<file path="src/rtl/scl_pkg.sv">
/*
  scl_pkg: field positions, latch codes and reset values for the synthesizer
  control word latches. Assumes a single 125 MHz clock domain.
*/
package scl_pkg;
  localparam int WORD_W = 32;
  localparam logic [2:0] SEL_CHANNEL = 3'h0;
  localparam logic [2:0] SEL_MODPH = 3'h1;
  localparam logic [2:0] SEL_CFG2 = 3'h2;
  localparam logic [2:0] SEL_BOOST = 3'h3;
  localparam logic [2:0] SEL_OUTSTG = 3'h4;
  localparam logic [2:0] SEL_LOCKPIN = 3'h5;
  localparam int INT_LSB = 15;
  localparam int FRACTION_NUMERATOR_LSB = 3;
  localparam int PRESC_BIT = 27;
  localparam int DBUF_EN_BIT = 13;
  localparam int BOOST_BIT = 18;
  localparam int CLKMODE_LSB = 15;
  localparam int CLKDIV_LSB = 3;
  localparam int FBSEL_BIT = 23;
  localparam int OUTDIV_LSB = 20;
  localparam int MUTE_UNTIL_LOCKED_BIT = 10;
  localparam int RFEN_BIT = 5;
  localparam int PWR_LSB = 3;
  localparam int ABW_LSB = 30;
  localparam int CCE_BIT = 29;
  localparam int LDMODE_LSB = 22;
  localparam logic [31:0] WORD_RST = 32'h0000_0000;

  typedef struct packed {
    logic [15:0] int_value;
    logic [11:0] fraction_numerator;
    logic prescaler_select;
    logic [11:0] fraction_modulus;
    logic boost_en;
    logic [1:0] clk_div_mode;
    logic [11:0] clk_div_value;
    logic feedback_sel;
    logic [2:0] out_div_sel;
    logic mute_until_locked;
    logic rf_out_en;
    logic [1:0] out_power;
    logic [1:0] antibacklash_width;
    logic charge_cancel_enable;
    logic [1:0] ld_pin_mode;
  } scl_cfg_t;
endpackage : scl_pkg

</file>
<file path="src/rtl/scl_sync.sv">
/*
  scl_sync: two-flop synchroniser for one pin level.
  Assumes the pin is asynchronous to i_mclk.
*/
module scl_sync (
  input wire logic i_mclk,
  input wire logic i_rst,
  input wire logic i_d,
  output logic o_q
);
  logic meta_r;
  always_ff @(posedge i_mclk) begin
    if (i_rst) begin
      meta_r <= 1'b0;
      o_q <= 1'b0;
    end else begin
      meta_r <= i_d;
      o_q <= meta_r;
    end
  end
endmodule : scl_sync

</file>
<file path="src/rtl/scl_latches.sv">
/*
  scl_latches: three-wire serial loader and destination latches of the
  synthesizer control words, with double buffering applied on channel writes.
  Assumes serial pins are slow against i_mclk (each level lasts >= 3 cycles).
*/
// Notes on behaviour
// select code 000 routes a word to the channel latch
// integer divide value is channel word bits 30..15
// host keeps integer 23..32767 with the 4/5 prescaler
// host keeps integer 75..65535 with the 8/9 prescaler
// fraction numerator is channel bits 14..3, host keeps it below modulus
// select code 001 routes a word to the modulus/phase/prescaler latch
// prescaler choice comes from bit 27 of that latch
// host picks 8/9 above 3 GHz
// double-buffered fields wait in a shadow until the next channel write
// output divider waits for channel write only when bit 13 of latch 2 set
// host sets test mux to digital lock when lock pin reports it
// lock-pin word: width 31..30, cancel 29, one at 28, pin mode 23..22
// boost word: boost 18, clock mode 16..15, divider value 14..3
// output word: feedback 23, divider 22..20, mute 10, enable 5, power 4..3
// host writes reserved bits with their fixed values
// msb first shift on serial clock rise, latch on strobe rise
// with mute enabled, rf supply stays off until digital lock
module scl_latches (
  input wire logic i_mclk,
  input wire logic i_rst,
  input wire logic i_sclk,
  input wire logic i_sdata,
  input wire logic i_latch_strobe,
  input wire logic i_dig_lock,
  output scl_pkg::scl_cfg_t o_cfg,
  output logic o_rf_supply_on
);
  logic sclk_s, sdata_s, le_s, lock_s;
  logic sclk_d_r, le_d_r;
  logic [31:0] shift_r;
  logic [31:0] ch_r, modph_sh_r, modph_r, cfg2_r, boost_r, out_r, out_act_r, lock_r;
  logic rf_on_r;

  scl_sync u_s_clk (.i_mclk(i_mclk), .i_rst(i_rst), .i_d(i_sclk), .o_q(sclk_s));
  scl_sync u_s_dat (.i_mclk(i_mclk), .i_rst(i_rst), .i_d(i_sdata), .o_q(sdata_s));
  scl_sync u_s_le (.i_mclk(i_mclk), .i_rst(i_rst), .i_d(i_latch_strobe), .o_q(le_s));
  scl_sync u_s_lk (.i_mclk(i_mclk), .i_rst(i_rst), .i_d(i_dig_lock), .o_q(lock_s));

  wire sclk_rise = sclk_s & ~sclk_d_r;
  wire le_rise = le_s & ~le_d_r;
  wire [2:0] sel = shift_r[2:0];
  wire wr_ch = le_rise && (sel == scl_pkg::SEL_CHANNEL);
  wire wr_modph = le_rise && (sel == scl_pkg::SEL_MODPH);
  wire wr_cfg2 = le_rise && (sel == scl_pkg::SEL_CFG2);
  wire wr_boost = le_rise && (sel == scl_pkg::SEL_BOOST);
  wire wr_out = le_rise && (sel == scl_pkg::SEL_OUTSTG);
  wire wr_lock = le_rise && (sel == scl_pkg::SEL_LOCKPIN);
  wire dbuf_en = cfg2_r[scl_pkg::DBUF_EN_BIT];
  wire [2:0] div_field = out_r[scl_pkg::OUTDIV_LSB +: 3];
  wire [2:0] div_act = out_act_r[scl_pkg::OUTDIV_LSB +: 3];
  wire mute_on = out_r[scl_pkg::MUTE_UNTIL_LOCKED_BIT];
  wire rf_en = out_r[scl_pkg::RFEN_BIT];
  wire rf_on_nxt = rf_en & (~mute_on | lock_s);

  always_ff @(posedge i_mclk) begin
    if (i_rst) begin
      sclk_d_r <= 1'b0;
      le_d_r <= 1'b0;
      shift_r <= scl_pkg::WORD_RST;
    end else begin
      sclk_d_r <= sclk_s;
      le_d_r <= le_s;
      if (sclk_rise) begin
        shift_r <= {shift_r[30:0], sdata_s};
      end
    end
  end

  // stores are taken on strobe rise; word is the shifter content then
  always_ff @(posedge i_mclk) begin
    if (i_rst) begin
      ch_r <= scl_pkg::WORD_RST;
      modph_sh_r <= scl_pkg::WORD_RST;
      modph_r <= scl_pkg::WORD_RST;
      cfg2_r <= scl_pkg::WORD_RST;
      boost_r <= scl_pkg::WORD_RST;
      out_r <= scl_pkg::WORD_RST;
      out_act_r <= scl_pkg::WORD_RST;
      lock_r <= scl_pkg::WORD_RST;
      rf_on_r <= 1'b0;
    end else begin
      rf_on_r <= rf_on_nxt;
      if (wr_ch) begin
        ch_r <= shift_r;
      end
      if (wr_modph) begin
        modph_sh_r <= shift_r;
      end
      if (wr_ch) begin
        modph_r <= modph_sh_r;
      end
      if (wr_cfg2) begin
        cfg2_r <= shift_r;
      end
      if (wr_boost) begin
        boost_r <= shift_r;
      end
      if (wr_out) begin
        out_r <= shift_r;
      end
      if (wr_lock) begin
        lock_r <= shift_r;
      end
      // divider applies at once unless buffering is enabled
      if (wr_ch || !dbuf_en) begin
        out_act_r <= out_r;
      end
    end
  end

  // mod and prescaler take effect on a channel write, so a shadow write
  // followed by channel write in the same frame ordering is honoured
  always_comb begin
    o_cfg = '0;
    o_cfg.int_value = ch_r[scl_pkg::INT_LSB +: 16];
    o_cfg.fraction_numerator = ch_r[scl_pkg::FRACTION_NUMERATOR_LSB +: 12];
    o_cfg.prescaler_select = modph_r[scl_pkg::PRESC_BIT];
    o_cfg.fraction_modulus = modph_r[scl_pkg::FRACTION_NUMERATOR_LSB +: 12];
    o_cfg.boost_en = boost_r[scl_pkg::BOOST_BIT];
    o_cfg.clk_div_mode = boost_r[scl_pkg::CLKMODE_LSB +: 2];
    o_cfg.clk_div_value = boost_r[scl_pkg::CLKDIV_LSB +: 12];
    o_cfg.feedback_sel = out_r[scl_pkg::FBSEL_BIT];
    o_cfg.out_div_sel = div_act;
    o_cfg.mute_until_locked = mute_on;
    o_cfg.rf_out_en = rf_en;
    o_cfg.out_power = out_r[scl_pkg::PWR_LSB +: 2];
    o_cfg.antibacklash_width = lock_r[scl_pkg::ABW_LSB +: 2];
    o_cfg.charge_cancel_enable = lock_r[scl_pkg::CCE_BIT];
    o_cfg.ld_pin_mode = lock_r[scl_pkg::LDMODE_LSB +: 2];
  end
  assign o_rf_supply_on = rf_on_r;

  a_chan_route: assert property (@(posedge i_mclk) disable iff (i_rst)
    wr_ch |=> ch_r == $past(shift_r)) else $error("channel word not latched");
  a_int_field: assert property (@(posedge i_mclk) disable iff (i_rst)
    wr_ch |=> o_cfg.int_value == $past(shift_r[30:15])) else $error("int field wrong");
  a_fraction_numerator_field: assert property (@(posedge i_mclk) disable iff (i_rst)
    wr_ch |=> o_cfg.fraction_numerator == $past(shift_r[14:3])) else $error("fraction_numerator wrong");
  a_modph_hold: assert property (@(posedge i_mclk) disable iff (i_rst)
    !wr_ch |=> $stable(modph_r)) else $error("prescaler latch changed early");
  a_presc_apply: assert property (@(posedge i_mclk) disable iff (i_rst)
    wr_ch && !wr_modph |=> o_cfg.prescaler_select == $past(modph_sh_r[27]))
    else $error("prescaler not applied");
  a_div_buffer: assert property (@(posedge i_mclk) disable iff (i_rst)
    dbuf_en && !wr_ch |=> $stable(out_act_r)) else $error("divider leaked");
  a_div_direct: assert property (@(posedge i_mclk) disable iff (i_rst)
    !dbuf_en |=> out_act_r == $past(out_r)) else $error("divider not direct");
  a_shift_msb: assert property (@(posedge i_mclk) disable iff (i_rst)
    sclk_rise |=> shift_r == {$past(shift_r[30:0]), $past(sdata_s)})
    else $error("shift wrong");
  a_mute_lock: assert property (@(posedge i_mclk) disable iff (i_rst)
    mute_on && !lock_s |=> !o_rf_supply_on) else $error("rf on before lock");
  a_out_store: assert property (@(posedge i_mclk) disable iff (i_rst)
    wr_out |=> o_cfg.rf_out_en == $past(shift_r[5])) else $error("output word lost");

  // latch routing: each store must copy the shifter and leave the others alone
  a_ch_hold: assert property (@(posedge i_mclk) disable iff (i_rst)
    !wr_ch |=> $stable(ch_r))
    else $error("channel latch changed without a write");
  a_modph_route: assert property (@(posedge i_mclk) disable iff (i_rst)
    wr_modph |=> modph_sh_r == $past(shift_r))
    else $error("modulus word not latched");
  a_modph_shadow: assert property (@(posedge i_mclk) disable iff (i_rst)
    !wr_modph |=> $stable(modph_sh_r))
    else $error("modulus shadow changed without a write");
  a_shift_hold: assert property (@(posedge i_mclk) disable iff (i_rst)
    !sclk_rise |=> $stable(shift_r))
    else $error("shifter moved without a clock rise");

  // boost and clock divider word
  a_boost_store: assert property (@(posedge i_mclk) disable iff (i_rst)
    wr_boost |=> o_cfg.boost_en == $past(shift_r[scl_pkg::BOOST_BIT]))
    else $error("boost bit wrong");
  a_clkdiv_store: assert property (@(posedge i_mclk) disable iff (i_rst)
    wr_boost |=> o_cfg.clk_div_value == $past(shift_r[14:3]))
    else $error("clock divider value wrong");
  a_clkmode_store: assert property (@(posedge i_mclk) disable iff (i_rst)
    wr_boost |=> o_cfg.clk_div_mode == $past(shift_r[16:15]))
    else $error("clock divider mode wrong");

  // lock pin word
  a_abw_store: assert property (@(posedge i_mclk) disable iff (i_rst)
    wr_lock |=> o_cfg.antibacklash_width == $past(shift_r[31:30]))
    else $error("antibacklash width wrong");
  a_cce_store: assert property (@(posedge i_mclk) disable iff (i_rst)
    wr_lock |=> o_cfg.charge_cancel_enable == $past(shift_r[scl_pkg::CCE_BIT]))
    else $error("charge cancel bit wrong");
  a_ldmode_store: assert property (@(posedge i_mclk) disable iff (i_rst)
    wr_lock |=> o_cfg.ld_pin_mode == $past(shift_r[23:22]))
    else $error("lock pin mode wrong");

  // output stage word
  a_fbsel_store: assert property (@(posedge i_mclk) disable iff (i_rst)
    wr_out |=> o_cfg.feedback_sel == $past(shift_r[scl_pkg::FBSEL_BIT]))
    else $error("feedback select wrong");
  a_power_store: assert property (@(posedge i_mclk) disable iff (i_rst)
    wr_out |=> o_cfg.out_power == $past(shift_r[4:3]))
    else $error("output power wrong");
  a_mute_store: assert property (@(posedge i_mclk) disable iff (i_rst)
    wr_out |=> o_cfg.mute_until_locked == $past(shift_r[scl_pkg::MUTE_UNTIL_LOCKED_BIT]))
    else $error("mute bit wrong");

  // supply follows enable, gated by lock only while muting
  a_supply_off: assert property (@(posedge i_mclk) disable iff (i_rst)
    !rf_en |=> !o_rf_supply_on)
    else $error("rf supply on while disabled");
  a_supply_on: assert property (@(posedge i_mclk) disable iff (i_rst)
    rf_en && !mute_on |=> o_rf_supply_on)
    else $error("rf supply off while enabled");
  a_supply_lock: assert property (@(posedge i_mclk) disable iff (i_rst)
    rf_en && lock_s |=> o_rf_supply_on)
    else $error("rf supply off after lock");

  c_chan_write: cover property (@(posedge i_mclk) wr_ch);
  c_modph_then_ch: cover property (@(posedge i_mclk) wr_modph ##[1:200] wr_ch);
  c_buffered_div: cover property (@(posedge i_mclk) dbuf_en && wr_out);
  c_mute_release: cover property (@(posedge i_mclk) mute_on && $rose(o_rf_supply_on));
endmodule : scl_latches

</file>
<file path="config.mk">
export PLATFORM = sky130hd
export DESIGN_NAME = scl_latches
export DESIGN_NICKNAME = d
export VERILOG_FILES = /design/src/rtl/scl_pkg.sv /design/src/rtl/scl_sync.sv /design/src/rtl/scl_latches.sv
export SDC_FILE = /design/constraint.sdc
export NUM_CORES = 1
export LEC_CHECK = 0
export BUFFER_PORTS_ARGS = -buffer_cell sky130_fd_sc_hd__buf_2
export CAP_MARGIN = 0
export CORE_MARGIN = 8
export CORE_UTILIZATION = 55
export CTS_BUF_LIST = sky130_fd_sc_hd__clkbuf_8
export DETAILED_ROUTE_END_ITERATION = 6
export PLACE_DENSITY = 0.77
export REMOVE_ABC_BUFFERS = 1
export SLEW_MARGIN = 20
export SYNTH_ARGS = -nofsm -noshare
export SYNTH_HDL_FRONTEND = slang
export SYNTH_HIERARCHICAL = 1
export SYNTH_SLANG_ARGS = --single-unit
</file>
<file path="constraint.sdc">
create_clock -name i_mclk -period 1.6 [get_ports i_mclk]
set_clock_uncertainty 0.1 [all_clocks]
set_input_delay 0.24 -clock i_mclk [delete_from_list [all_inputs] [get_ports i_mclk]]
set_output_delay 0.24 -clock i_mclk [all_outputs]
set_load 0.05 [all_outputs]
</file>
# ---- Yosys cells after proc, flatten, opt, wreduce, memory -nomap -nowiden
# Cells that the tools add are included.
dict set report word_totals {
  input_bits 6
  out_inout_bits 70
  elab_cells 41
  register_bits 242
}
dict set report op_classes {
  bitwise_logic 7
  eq_ne 5
  reduce_logical 9
}
# operator n
set op_table {}
lappend op_table {{3-bit by 2-bit equality test with 1-bit output, second input constant} 2}
lappend op_table {{3-bit equality test, second input constant} 2}
lappend op_table {{1-bit logical AND} 6}
lappend op_table {{1-bit AND} 3}
lappend op_table {{3-bit by 1-bit equality test with 1-bit output, second input constant} 1}
lappend op_table {{3-bit logical NOT} 1}
lappend op_table {{1-bit NOT} 3}
lappend op_table {{1-bit logical NOT} 1}
lappend op_table {{1-bit logical OR} 1}
lappend op_table {{1-bit bitwise OR} 1}

# ---- Longest topological paths before layout
dict set report logic_depth {
  ltp_word 4
  ltp_mapped 6
  mapped_depth_nobuf 3
}

# ---- Cells and area by module
# The synthesis kept the hierarchy.
# mod instances area_each_um2 seq_area_each_um2 cells_each
set modules_own_cells {}
lappend modules_own_cells {scl_latches 1 4803.4 2422.3 543}
lappend modules_own_cells {scl_sync 4 52.6 40.0 4}

# ---- Least setup slack after synthesis
# OpenSTA, ideal clock, no wires.
dict set report synth_path {
  path_type {flip-flop to flip-flop}
  startpoint {register shift_r[2]}
  endpoint {register ch_r[27]}
  arrival_time_ns 1.183
  required_time_ns 1.368
  setup_time_ns 0.132
  synth_period_minus_slack_ns 1.416
  n_path_buf 2
  stages_incl_launch_ff 6
  path_slack_ns 0.184
  path_cell_list {dfxtp_1 -> or3b_1 -> buf_2 -> buf_6 -> o21ai_1 -> a21oi_1}
}
dict set report synth_between {
  elab_chain_len 2
}
# element line_no
set synth_rtl {}
lappend synth_rtl {{start, declared} scl_latches.sv:36} ;# logic [31:0] shift_r;
lappend synth_rtl {{start signal, assigned} scl_latches.sv:65} ;# shift_r <= scl_pkg::WORD_RST;
lappend synth_rtl {{start signal, assigned} scl_latches.sv:70} ;# shift_r <= {shift_r[30:0], sdata_s};
lappend synth_rtl {{3-bit logical NOT} scl_latches.sv:48} ;# wire wr_ch = le_rise && (sel == scl_pkg::SEL_CHANNEL);
lappend synth_rtl {{1-bit logical AND} scl_latches.sv:48}
lappend synth_rtl {{end signal, assigned} scl_latches.sv:78} ;# ch_r <= scl_pkg::WORD_RST;
lappend synth_rtl {{end signal, assigned} scl_latches.sv:90} ;# ch_r <= shift_r;
lappend synth_rtl {{end, declared} scl_latches.sv:37} ;# logic [31:0] ch_r, modph_sh_r, modph_r, cfg2_r, boost_r, out_r, out_act_r, lock_r;
# No other way between the ends.
# A chain may end at the register's enable or synchronous reset.

# ---- Final worst setup path
dict set report layout_path {
  startpoint {register le_d_r}
  endpoint {register out_act_r[22]}
}
dict set report layout_between {
  elab_chain_len 4
}
# element line_no
set layout_rtl {}
lappend layout_rtl {{start, declared} scl_latches.sv:35} ;# logic sclk_d_r, le_d_r;
lappend layout_rtl {{start signal, assigned} scl_latches.sv:68} ;# le_d_r <= le_s;
lappend layout_rtl {{1-bit NOT} scl_latches.sv:46} ;# wire le_rise = le_s & ~le_d_r;
lappend layout_rtl {{1-bit AND} scl_latches.sv:46}
lappend layout_rtl {{1-bit logical AND} scl_latches.sv:48}
lappend layout_rtl {{1-bit logical OR} scl_latches.sv:111} ;# if (wr_ch || !dbuf_en) begin
lappend layout_rtl {{end signal, assigned} scl_latches.sv:84} ;# out_act_r <= scl_pkg::WORD_RST;
lappend layout_rtl {{end signal, assigned} scl_latches.sv:112} ;# out_act_r <= out_r;
lappend layout_rtl {{end, declared} scl_latches.sv:37}
# No other way between the ends.

==> results.sh <==
export IMPL_cts_tree="done"
export IMPL_fin_setup_tns_ps=0
export IMPL_ys_top_cells_by_area="dfxtp_1 (52%), a21oi_1 (8.3%), mux2i_1 (6.6%)"
export IMPL_hold_viol=0
export IMPL_clock_sinks=129
export IMPL_area_growth_pct=18.84
export IMPL_synth_top_cell_area_share_pct=51.51
export IMPL_wl_met2_um=5715
export IMPL_insertion_delay_ps=420
export IMPL_antenna_found_initial=0
export IMPL_core_area_mm2=0.009021
export IMPL_fmax_ghz=0.6461
export IMPL_grt_pass1_wl_um=19640
export IMPL_routed_via_count=4123
export IMPL_finalNetCount=635
export IMPL_final_common_cell="dfxtp_1"
export IMPL_max_slew_margin_pct=75.24
export IMPL_fillers=739
export IMPL_p_per_area_mw_per_mm2=1068
export IMPL_routed_wl_um=11570
export IMPL_path_class="reg -> reg"
export IMPL_ys_seq_area_share_pct=51.51
export IMPL_ys_seq_elements=129
export IMPL_clockBufferDepth=2
export IMPL_async_flop_share_pct=0
export IMPL_grt_pass1_vias=4114
export IMPL_route_antenna_remaining_nets=0
export IMPL_critPathLaunchType="register"
export IMPL_cap_violations=0
export IMPL_fp_dieW_um=111.5
export IMPL_path_max_fanout=5
export IMPL_rsz0062_at_grt="true"
export IMPL_grt_overflow=0
export IMPL_diodes=0
export IMPL_finalMaxSlewViolations=0
export IMPL_top_layer_used="met4"
export IMPL_worst_pin_slew_ps=371.4
export IMPL_synth_edf_count=0
export IMPL_critPathArrivalTime_ps=1740
export IMPL_cp_data_required_time_ps=1790
export IMPL_hold_ws_ps=129.9
export IMPL_drive_gt1_share_pct=23.09
export IMPL_finalWorstSetupSlack_ps=52.23
export IMPL_h_tree_depth=4
export IMPL_synthCells=559
export IMPL_drc=0
export IMPL_syn_avg_cell_area_um2=8.969
export IMPL_yosysUniqueCellTypes=30
export IMPL_die_area_mm2=0.01243
export IMPL_crit_path_end_kind="register"
export IMPL_root_buffer="clkbuf_8"
export IMPL_p_leak_nw=2.399
export IMPL_yosysWarnings=6
export IMPL_via_per_inst=5.483
export IMPL_fin_crit_ps=1548
export IMPL_place_gp_congestion=0.7705
export IMPL_ioPinCount=76
export IMPL_port_buffers=75
export IMPL_final_area_mm2=0.005958
export IMPL_dpl_instance_area_mm2=0.005465
export IMPL_die_y_um=111.5
export IMPL_finalCritPeriodShare_pct=96.74
export IMPL_fin_util_pct=66.05
export IMPL_synth_top_flop_cell="dfxtp_1"
export IMPL_synth_area_leader_cell="dfxtp_1"
export IMPL_mostFrequentLayoutCells="dfxtp_1 (127), a21oi_1 (83), buf_2 (74), nand2_1 (69), nand2b_1 (52)"
export IMPL_first_pass_iters=5
export IMPL_hold_path_class="in -> reg"
export IMPL_fp_row_count=35
export IMPL_gr_usage_all_layers_pct=18.81
export IMPL_wl_per_cell_um=15.39
export IMPL_final_setup_viol_count=0
export IMPL_dp_slack_ps=36.62
export IMPL_drt_initial_drc_count=222
export IMPL_wl_met1_um=4839
export IMPL_initial_core_util_pct=55.58
export IMPL_clkSlewWorstSetupHoldPaths_ps=80
export IMPL_wl_met3_um=881
export IMPL_dpl_hpwl_um=7475
export IMPL_grt_max_degree=44
export IMPL_outcome="finished, final reports clean"
export IMPL_syn_cell_area_mm2=0.005014
export IMPL_ir_worst_vdd_mv=0.7609
export IMPL_cts_made_buffers=17
-- synth_stat cells, drive strengths merged (2+ instances only) --
cell type  count
a311o          2
nand2b        52
nor2b         14
dfxtp        129
buf           30
nand3b         2
mux2i         33
clkbuf        25
nand3         51
a21oi         83
or3b           4
o21ai         47
o31ai          3
nor3           4
a21bo          3
nand2         70
-- critical path, cell delays in order (launching register included) --
cell	delay, ps
dfxtp_1	350
nor3b_4	350
buf_4	210
o31ai_1	80
or3_1	340
-- final cells by class --
class | count | area (um^2) | share of cell area (%)
sequential | 129 | 2585 | 43.39
clock inverter | 14 | 188.9 | 3.171
timing repair buffer | 106 | 665.6 | 11.17
tap | 111 | 138.9 | 2.331
clock buffer | 17 | 234.0 | 3.927
multi-input combinational | 374 | 2142 | 35.95
inverter | 1 | 3.754 | 0.06300
-- logic make-up after synthesis --
kind of cell / share of synthesized area [%]
simple gates: 21.31
compound gates: 14.42
flops: 51.51
buf+inv: 6.164
mux: 6.589
-- final timing paths --
path              startpoint        endpoint  slack [ps]  cells past startpoint
hold reg to reg   u_s_lk/o_q  o_rf_supply_on         340                      2
setup reg to reg      le_d_r   out_act_r[22]          50                      4
hold / removal         i_rst        ch_r[13]         130                      2
setup / recovery      le_d_r   out_act_r[22]          50                      4
-- registers in the layout (all words and copies together), names as in the netlist --
| signal | cells |
|---|---|
| modph_sh_r | 13 |
| ch_r | 28 |
| out_r | 8 |
| le_d_r | 1 |
| u_s_lk/meta_r | 1 |
| o_rf_supply_on | 1 |
| shift_r | 32 |
| u_s_lk/o_q | 1 |
| boost_r | 15 |
| lock_r | 5 |
| sclk_d_r | 1 |
| out_act_r | 3 |
| u_s_le/o_q | 1 |
| u_s_dat/o_q | 1 |
| modph_r | 13 |
| u_s_clk/meta_r | 1 |
| u_s_le/meta_r | 1 |
| u_s_clk/o_q | 1 |
| cfg2_r | 1 |
| u_s_dat/meta_r | 1 |
-- through the flow --
step / power, W / cells
final: 0.006364 / 752
after global routing: 0.006563 / 752
after CTS: 0.006406 / 751
after detailed placement: 0.003482 / 716
after global placement: 0.003478 / 716
after floorplan: 0.003367 / 504
-- power breakdown --
part           internal (W)  switching, W
sequential          0.00322    0.00000517
combinational     0.0000719      0.000125
clock               0.00169       0.00126
total               0.00498       0.00139
-- repair_timing --
| item | CTS | global route |
|---|---|---|
| gates resized for setup | 0 | 7 |
| hold endpoints to repair | 4 | 0 |
| hold buffers | 4 | 0 |
| buffers inserted | 0 | 1 |
| setup endpoints to repair | 0 | 32 |
-- layer usage --
metal  global-route usage [%]  vias up
li1                         -     2036
met1                    22.52     1929
met2                    30.90      145
met3                    6.022       13
met4                    6.667        0
met5                        0        -
No activity file was read; power rests on OpenSTA's default activity.
